`config.mk`:
```
export PLATFORM = sky130hd
export DESIGN_NAME = cpe_color
export DESIGN_NICKNAME = d
export VERILOG_FILES = /design/src/core/cpe_pkg.sv /design/src/core/cpe_color.sv
export SDC_FILE = /design/constraint.sdc
export NUM_CORES = 1
export LEC_CHECK = 0
export ABC_AREA = 1
export ABC_CLOCK_PERIOD_IN_PS = 2800
export BUFFER_PORTS_ARGS = -buffer_cell sky130_fd_sc_hd__buf_2
export CAP_MARGIN = 40
export CORE_MARGIN = 8
export CORE_UTILIZATION = 55
export DETAILED_ROUTE_END_ITERATION = 16
export PLACE_DENSITY = 0.8
export SETUP_SLACK_MARGIN = 0.4
export SLEW_MARGIN = 0
export SYNTH_ARGS = -nofsm -noshare
export SYNTH_HDL_FRONTEND = slang
export SYNTH_SLANG_ARGS = --single-unit
```
`constraint.sdc`:
```
create_clock -name i_clk -period 2.8 [get_ports i_clk]
set_input_delay 0.28 -clock i_clk [delete_from_list [all_inputs] [get_ports i_clk]]
set_output_delay 0.28 -clock i_clk [all_outputs]
set_load 0.01 [all_outputs]
```
`src/core/cpe_pkg.sv`:
```
// package: constants for the color palette encoder
package cpe_pkg;
   localparam int          CPE_NUM_REGS   = 9;
   // register offsets on the plain register port
   localparam logic [3:0]  OFF_BACKGROUND = 4'h0;
   localparam logic [3:0]  OFF_PLAYFIELD0 = 4'h1;
   localparam logic [3:0]  OFF_SPRITE0    = 4'h5;
   localparam logic [3:0]  OFF_LAST       = 4'h8;
   // fields of a color register
   localparam int          HUE_MSB        = 7;
   localparam int          HUE_LSB        = 4;
   localparam int          LUM_MSB        = 3;
   localparam int          LUM_LSB        = 1;
   localparam logic [6:0]  COLOR_RST      = 7'h00;
   localparam logic [3:0]  HUE_GRAY       = 4'h0;
   localparam logic [3:0]  HUE_BURST_PAL  = 4'h1;
   // subcarrier phase wheel, one step per delay unit
   localparam logic [3:0]  NTSC_LAST_STEP = 4'hE;
   localparam logic [3:0]  PAL_LAST_STEP  = 4'hF;
   localparam logic [4:0]  NTSC_STEPS     = 5'h0F;
   localparam logic [3:0]  WAVE_HALF      = 4'h8;
   localparam logic [3:0]  BURST_TAP_NTSC = 4'h0;
   localparam logic [3:0]  LUMA_BLANK     = 4'h0;
   localparam int          STEP_DIV_DEF   = 1;
endpackage : cpe_pkg

```
`src/core/cpe_color.sv`:
```
// module: palette registers, luma and chroma phase encoder
// Function
// - nine write-only color registers, reads return nothing
// - pixels select a register, writes recolor immediately
// - upper nibble is hue, zero means grayscale
// - bits 3..1 are luminance, saturation unaffected
// - bit 0 dropped, luma low bit forced zero
// - only blend mode yields odd luminance
// - 4-bit brightness maps 0 black to 15 white
// - NTSC hue zero makes no subcarrier
// - NTSC hue N delayed N units from burst
// - color burst emitted during horizontal blank
// - PAL per-hue tap and inversion per parity
// - PAL hues 1 and 15 share taps 1/5
// - PAL burst uses hue 1 phase selection
//
// Local design decisions: the placing of the registers and the strobed register port.
`timescale 1ns/100ps
`default_nettype none
module cpe_color
   import cpe_pkg::*;
#(
   parameter int STEP_DIV = STEP_DIV_DEF
)
(
   input  wire logic       i_clk,
   input  wire logic       i_rst_n,
   input  wire logic [3:0] i_addr,
   input  wire logic [7:0] i_wdata,
   input  wire logic       i_wr,
   input  wire logic       i_rd,
   output logic      [7:0] o_rdata,
   input  wire logic [3:0] i_pix_sel,
   input  wire logic       i_blend_en,
   input  wire logic [3:0] i_blend_lum,
   input  wire logic       i_hblank,
   input  wire logic       i_line_odd,
   input  wire logic       i_pal_mode,
   output logic      [3:0] o_luma,
   output logic            o_chroma,
   output logic            o_chroma_en
);

   logic [6:0]  color_ff [CPE_NUM_REGS];
   logic [7:0]  rdata_ff;
   logic [7:0]  nxt_rdata;
   logic [3:0]  ph_ff;
   logic [3:0]  nxt_ph;
   logic [7:0]  div_ff;
   logic [7:0]  nxt_div;
   logic        step_en;
   logic [3:0]  luma_ff;
   logic [3:0]  nxt_luma;
   logic        chroma_ff;
   logic        nxt_chroma;
   logic        cen_ff;
   logic        nxt_cen;
   logic [6:0]  sel_color;
   logic [3:0]  sel_hue;
   logic [2:0]  sel_lum;
   logic [3:0]  eff_hue;
   logic [3:0]  pal_tap;
   logic        pal_inv;
   logic [4:0]  ntsc_diff;
   logic [3:0]  ntsc_dist;
   logic [3:0]  pal_dist;
   logic        wave;

   // PAL delay tap per hue and line parity
   function automatic logic [3:0] f_pal_tap(input logic [3:0] hue,
                                            input logic       odd);
      logic [3:0] t;
      t = 4'h0;
      case (hue)
         4'h1, 4'hF: t = odd ? 4'h5 : 4'h1;
         4'h2:       t = odd ? 4'h6 : 4'h0;
         4'h3:       t = odd ? 4'h7 : 4'h7;
         4'h4:       t = odd ? 4'h0 : 4'h6;
         4'h5:       t = odd ? 4'h1 : 4'h5;
         4'h6:       t = odd ? 4'h2 : 4'h4;
         4'h7:       t = odd ? 4'h4 : 4'h2;
         4'h8:       t = odd ? 4'h5 : 4'h1;
         4'h9:       t = odd ? 4'h6 : 4'h0;
         4'hA:       t = odd ? 4'h7 : 4'h7;
         4'hB:       t = odd ? 4'h1 : 4'h5;
         4'hC:       t = odd ? 4'h2 : 4'h4;
         4'hD:       t = odd ? 4'h3 : 4'h3;
         4'hE:       t = odd ? 4'h4 : 4'h2;
         default:    t = 4'h0;
      endcase
      return t;
   endfunction : f_pal_tap

   // PAL inversion per hue and line parity
   function automatic logic f_pal_inv(input logic [3:0] hue,
                                      input logic       odd);
      logic v;
      v = 1'b0;
      case (hue)
         4'h3:                      v = !odd;
         4'h4, 4'h5, 4'h6, 4'h7,
         4'h8, 4'h9:                v = 1'b1;
         4'hA:                      v = odd;
         default:                   v = 1'b0;
      endcase
      return v;
   endfunction : f_pal_inv

   // register file: bit 0 of the written byte is never stored
   generate
      for (genvar g = 0; g < CPE_NUM_REGS; g++)
      begin : g_color
         logic [6:0] nxt_color;
         always_comb
         begin
            nxt_color = color_ff[g];
            if (i_wr && i_addr == 4'(g))
            begin
               nxt_color = i_wdata[HUE_MSB:LUM_LSB];
            end
         end
         always_ff @(posedge i_clk)
         begin
            if (!i_rst_n)
               color_ff[g] <= COLOR_RST;
            else
               color_ff[g] <= nxt_color;
         end
      end
   endgenerate

   // write-only: every read, mapped or not, answers zero
   always_comb
   begin
      nxt_rdata = 8'h00;
   end

   // phase wheel; a slower subcarrier just needs a larger divider
   always_comb
   begin
      step_en = (div_ff == 8'(STEP_DIV - 1));
      nxt_div = step_en ? 8'h00 : div_ff + 8'h01;
      nxt_ph  = ph_ff;
      if (step_en)
      begin
         if (!i_pal_mode && ph_ff >= NTSC_LAST_STEP)
            nxt_ph = 4'h0;
         else if (i_pal_mode && ph_ff == PAL_LAST_STEP)
            nxt_ph = 4'h0;
         else
            nxt_ph = ph_ff + 4'h1;
      end
   end

   // pixel path: selected register, then hue to phase
   always_comb
   begin
      if (i_pix_sel <= OFF_LAST)
         sel_color = color_ff[i_pix_sel];
      else
         sel_color = color_ff[OFF_BACKGROUND];
      sel_hue = sel_color[6:3];
      sel_lum = sel_color[2:0];
      eff_hue = i_hblank ? HUE_BURST_PAL : sel_hue;
      pal_tap = f_pal_tap(eff_hue, i_line_odd);
      pal_inv = f_pal_inv(eff_hue, i_line_odd);
      // burst sits at zero delay on NTSC
      if (i_hblank)
         ntsc_diff = {1'b0, ph_ff} + NTSC_STEPS
                     - {1'b0, BURST_TAP_NTSC};
      else
         ntsc_diff = {1'b0, ph_ff} + NTSC_STEPS
                     - {1'b0, sel_hue};
      if (ntsc_diff >= NTSC_STEPS)
         ntsc_diff = ntsc_diff - NTSC_STEPS;
      ntsc_dist = ntsc_diff[3:0];
      pal_dist  = ph_ff - pal_tap;
      if (i_pal_mode)
         wave = (pal_dist < WAVE_HALF) ^ pal_inv;
      else
         wave = (ntsc_dist < WAVE_HALF);
   end

   // output stage; luminance never touches chroma amplitude
   always_comb
   begin
      nxt_luma   = LUMA_BLANK;
      nxt_chroma = 1'b0;
      nxt_cen    = 1'b0;
      if (i_hblank)
      begin
         nxt_chroma = wave;
         nxt_cen    = 1'b1;
      end
      else
      begin
         if (i_blend_en)
            nxt_luma = i_blend_lum;
         else
            nxt_luma = {sel_lum, 1'b0};
         if (sel_hue != HUE_GRAY)
         begin
            nxt_chroma = wave;
            nxt_cen    = 1'b1;
         end
      end
   end

   always_ff @(posedge i_clk)
   begin
      if (!i_rst_n)
      begin
         rdata_ff  <= 8'h00;
         ph_ff     <= 4'h0;
         div_ff    <= 8'h00;
         luma_ff   <= LUMA_BLANK;
         chroma_ff <= 1'b0;
         cen_ff    <= 1'b0;
      end
      else
      begin
         rdata_ff  <= nxt_rdata;
         ph_ff     <= nxt_ph;
         div_ff    <= nxt_div;
         luma_ff   <= nxt_luma;
         chroma_ff <= nxt_chroma;
         cen_ff    <= nxt_cen;
      end
   end

   assign o_rdata     = rdata_ff;
   assign o_luma      = luma_ff;
   assign o_chroma    = chroma_ff;
   assign o_chroma_en = cen_ff;

   // helper: last byte written to the background register
   logic [7:0] bg_wr_ff;
   always_ff @(posedge i_clk)
   begin
      if (!i_rst_n)
         bg_wr_ff <= 8'h00;
      else if (i_wr && i_addr == OFF_BACKGROUND)
         bg_wr_ff <= i_wdata;
   end
endmodule : cpe_color
`default_nettype wire

```
==> summary.txt <==
Run status
  • Status: completed

Worst hold path
  • Class of the worst hold path: input port to flip-flop

Global routing
  • Grt ovf: 0
  • Antenna violations before repair: 0
  • Largest net degree at the start of global routing: 25
  • Vias in the first global route: 3862
  • GRT Util Overall: 19.1%
  • Wire length of the first global-routing pass: 17400 um

Clock network
  • H-tree depth: 3
  • Clk buf depth: 2
  • CTS buffer count: 9
  • Hold buffers post-CTS: 0
  • Clock sinks: 81
  • Clock Root Buffer: clkbuf_8
  • Later-pin clock latency in the skew report: 0.35 ns
  • CTS tree: yes
  • Reg clk slew, reported paths: 0.08 ns

Setup path
  • FF-to-FF End: o_chroma$_SDFF_PN0_
  • Crit. End Element: flip-flop
  • Buf/Inv on CP: 4
  • Reg2Reg Depth: 18
  • Crit path launch type: flip-flop
  • CP Data Required Time: 3.09 ns
  • Crit path from: color_ff[3][4]$_SDFFCE_PN0P_
  • CP Class: flip-flop to flip-flop
  • Critical path cell sequence: inv_1 -> nand2_1 -> nand3_1 -> nand2_1 -> nor2_1 -> nand2_2 -> nand2_2 -> inv_2 -> buf_4 -> fa_2 -> nor2_1 -> o21ai_0 -> nand2_1 -> xor2_1 -> inv_1 -> a31oi_1 -> o21ai_0 -> a21oi_1
  • R2r setup slk: 0.35 ns
  • Critical Path AT: 2.74 ns
  • Crit path to: o_chroma$_SDFF_PN0_
  • Critical Path Max Stage Delay: 0.39 ns
  • Delay-heaviest family, CP: simple AND/OR/NAND/NOR gates
  • Cell with the largest stage delay on the worst path: fa_2
  • Reg-to-reg startpoint: color_ff[3][4]$_SDFFCE_PN0P_
  • Crit path top cell by count: nand2_1
  • Worst-path fanout max: 2
  • Crit. path cell count: 18

STA
  • Worst hold slack: 0.163 ns
  • Final setup vio count: 0
  • Total negative slack: 0 ns
  • RSZ-0062 raised after global routing: yes
  • Slew Limit Headroom: 54.3%
  • Slew Viols, Final: 0
  • Setup WS post-layout: 0.346 ns
  • Final hold violations: 0
  • Final min period: 2.45 ns
  • Final Cycle Share: 87.7%
  • Top achievable clock speed: 0.407 GHz
  • Max Clock Skew: 0.00975 ns
  • Worst slew pin tran: 0.683 ns

Synthesis
  • Main synth FF type: edfxtp_1
  • Synth Instances: 558
  • Post-Syn Area per Cell: 8.02 um^2
  • FFs w/ async S/R, synth: 0%
  • Register area share after synthesis: 48.8%
  • Post-synth EDFFs: 56
  • Yosys warns: 0
  • Post-synthesis cell type count: 40
  • Yosys reg bits: 81
  • Mapped Area: 4480 um^2

Place
  • I/O Buffers: 31
  • Hpwl dp: 7760 um
  • Worst slack, placed: -0.0444 ns
  • GPL Wtd Cong: 0.840
  • Dpl cell area: 4820 um^2

Final layout
  • Commonest non-fill, non-tap cell in the layout: nor2_1
  • Fin area: 5120 um^2
  • Share of cells above drive strength 1: 17.6%
  • Antenna fix cells: 0
  • Register Area: 2180 um^2
  • Fillers: 659
  • Commonest non-fill, non-tap cells in the layout: nor2_1, nand2_1, inv_1
  • Multi-input gate area: 1980 um^2
  • Nets: 649
  • Area delta synth->final: 14.5%

Detailed routing
  • Vias/cell: 5.48
  • DRT Pass-1 Iters: 7
  • Antenna viol nets, final: 0
  • WL final: 10500 um
  • Via count: 3936
  • DR iter-0 viols: 287
  • Post-route DRC violation count: 0
  • Wire per inst: 14.6 um

Power
  • Part of the power in registers: 50.4%
  • Pint: 1990 uW
  • Switch share: 26.1%
  • LEAKAGE: 0.00224 uW
  • Power Total: 2700 uW
  • Comb power frac: 16.7%
  • Pwr/cell area: 527 nW/um^2
  • Clock share of power: 32.9%
  • Switching power: 706 uW
  • VDD IR-drop max: 0.000437 V

Flow run
  • Max Cap Viol: 0

Floorplan
  • Initial core utilization: 55.6%
  • Core ar.: 8050 um^2
  • Die width: 106 um
  • # rows: 33
  • Die area: 11300 um^2
  • Die height: 106 um
  • Boundary Pins: 42
[timing repair]
item,in CTS,in global routing
pin swaps,9,9
endpoints found under the setup margin,1,1
setup buffers,2,0
gates resized for setup,10,11
[metal layers]
layer / vias to the layer above / GRT usage (%) / share of wire, %
met5: - / 0 / 0
met4: 0 / 9.35 / 1.9
met3: 19 / 2.66 / 6.0
met2: 137 / 32.8 / 50
met1: 1848 / 23.2 / 42
li1: 1932 / - / -
[worst min-delay path by stage]
| stage | startpoint | endpoint | cells past startpoint |
|---|---|---|---|
| 2_1_floorplan | div_ff[0]$_SDFF_PP0_ | div_ff[0]$_SDFF_PP0_ | 1 |
| 3_3_place_gp | div_ff[0]$_SDFF_PP0_ | div_ff[0]$_SDFF_PP0_ | 1 |
| 3_5_place_dp | div_ff[0]$_SDFF_PP0_ | div_ff[0]$_SDFF_PP0_ | 1 |
| 4_1_cts | i_blend_lum[0] | o_luma[0]$_SDFF_PP0_ | 2 |
| 5_1_grt | i_blend_lum[0] | o_luma[0]$_SDFF_PP0_ | 2 |
| 6_report | i_blend_lum[0] | o_luma[0]$_SDFF_PP0_ | 2 |
[logic make-up (layout without fill, tap and decap cells)]
logic type,count (synthesis),in the layout,synth area share (%)
and+or+nand+nor,281,281,27.4
buffers and inverters,99,147,9.45
AOI/OAI and AO/OA,81,81,10.2
DFF,81,81,48.8
adders and majority gates,12,12,3.52
xor gates and xnor gates,3,3,0.587
other,1,8,0.0838
[registers in the layout, indices dropped and copies added, names as in the netlist]
signal	cells
o_luma	4
color_ff	63
ph_ff	4
o_chroma	1
o_chroma_en	1
div_ff	8
[power groups by stage]
| stage | Clock [uW] | Sequential (uW) | Combinational, uW |
|---|---|---|---|
| 4_1_cts | 886 | 1360 | 434 |
| 6_report | 887 | 1360 | 451 |
| 3_3_place_gp | 0 | 1390 | 395 |
| 5_1_grt | 937 | 1370 | 504 |
| 3_5_place_dp | 0 | 1390 | 414 |
| 2_1_floorplan | 0 | 1380 | 292 |
[area by class of cell]
cell class                      instances  share of cell area (%)
Clock buffer                           11                    2.56
Tap cell                              105                    2.56
Clock inverter                          4                    1.34
Inverter                               78                    5.72
Multi-Input combinational cell        385                    38.7
Sequential cell                        81                    42.6
Timing Repair Buffer                   54                    6.47
[Yosys cell counts (2+ instances only)]
| cell | count | area (um^2) |
|---|---|---|
| nor2_1 | 100 | 375 |
| nand2_1 | 99 | 372 |
| inv_1 | 70 | 263 |
| edfxtp_1 | 56 | 1680 |
| nand3_1 | 39 | 195 |
| o21ai_0 | 35 | 175 |
| dfxtp_1 | 25 | 500 |
| a21oi_1 | 20 | 100 |
| ha_1 | 11 | 138 |
| buf_4 | 10 | 75.1 |
| inv_2 | 8 | 30.0 |
| nand4_1 | 8 | 50.1 |
| nor3_1 | 8 | 40.0 |
| nand2_2 | 7 | 43.8 |
| o21ai_1 | 7 | 35.0 |
| buf_2 | 5 | 25.0 |
| nor2_2 | 5 | 31.3 |
| and3_1 | 4 | 25.0 |
| clkbuf_1 | 4 | 15.0 |
| a31oi_1 | 3 | 18.8 |
| nor2_4 | 3 | 33.8 |
| nor3b_1 | 3 | 22.5 |
| o221ai_1 | 3 | 26.3 |
| o22ai_1 | 3 | 18.8 |
| xor2_1 | 3 | 26.3 |
| a211oi_1 | 2 | 15.0 |
| nand3_2 | 2 | 20.0 |
| o211ai_1 | 2 | 15.0 |
| or2_2 | 2 | 12.5 |
[per-stage QoR]
| step | instances | util (%) |
|---|---|---|
| after CTS | 718 | 63.2 |
| after global routing | 718 | 63.6 |
| final | 718 | 63.6 |
| after global placement | 701 | 59.8 |
| after detailed placement | 701 | 59.8 |
| after floorplan | 565 | - |
Power figures use the tool's default switching activity.
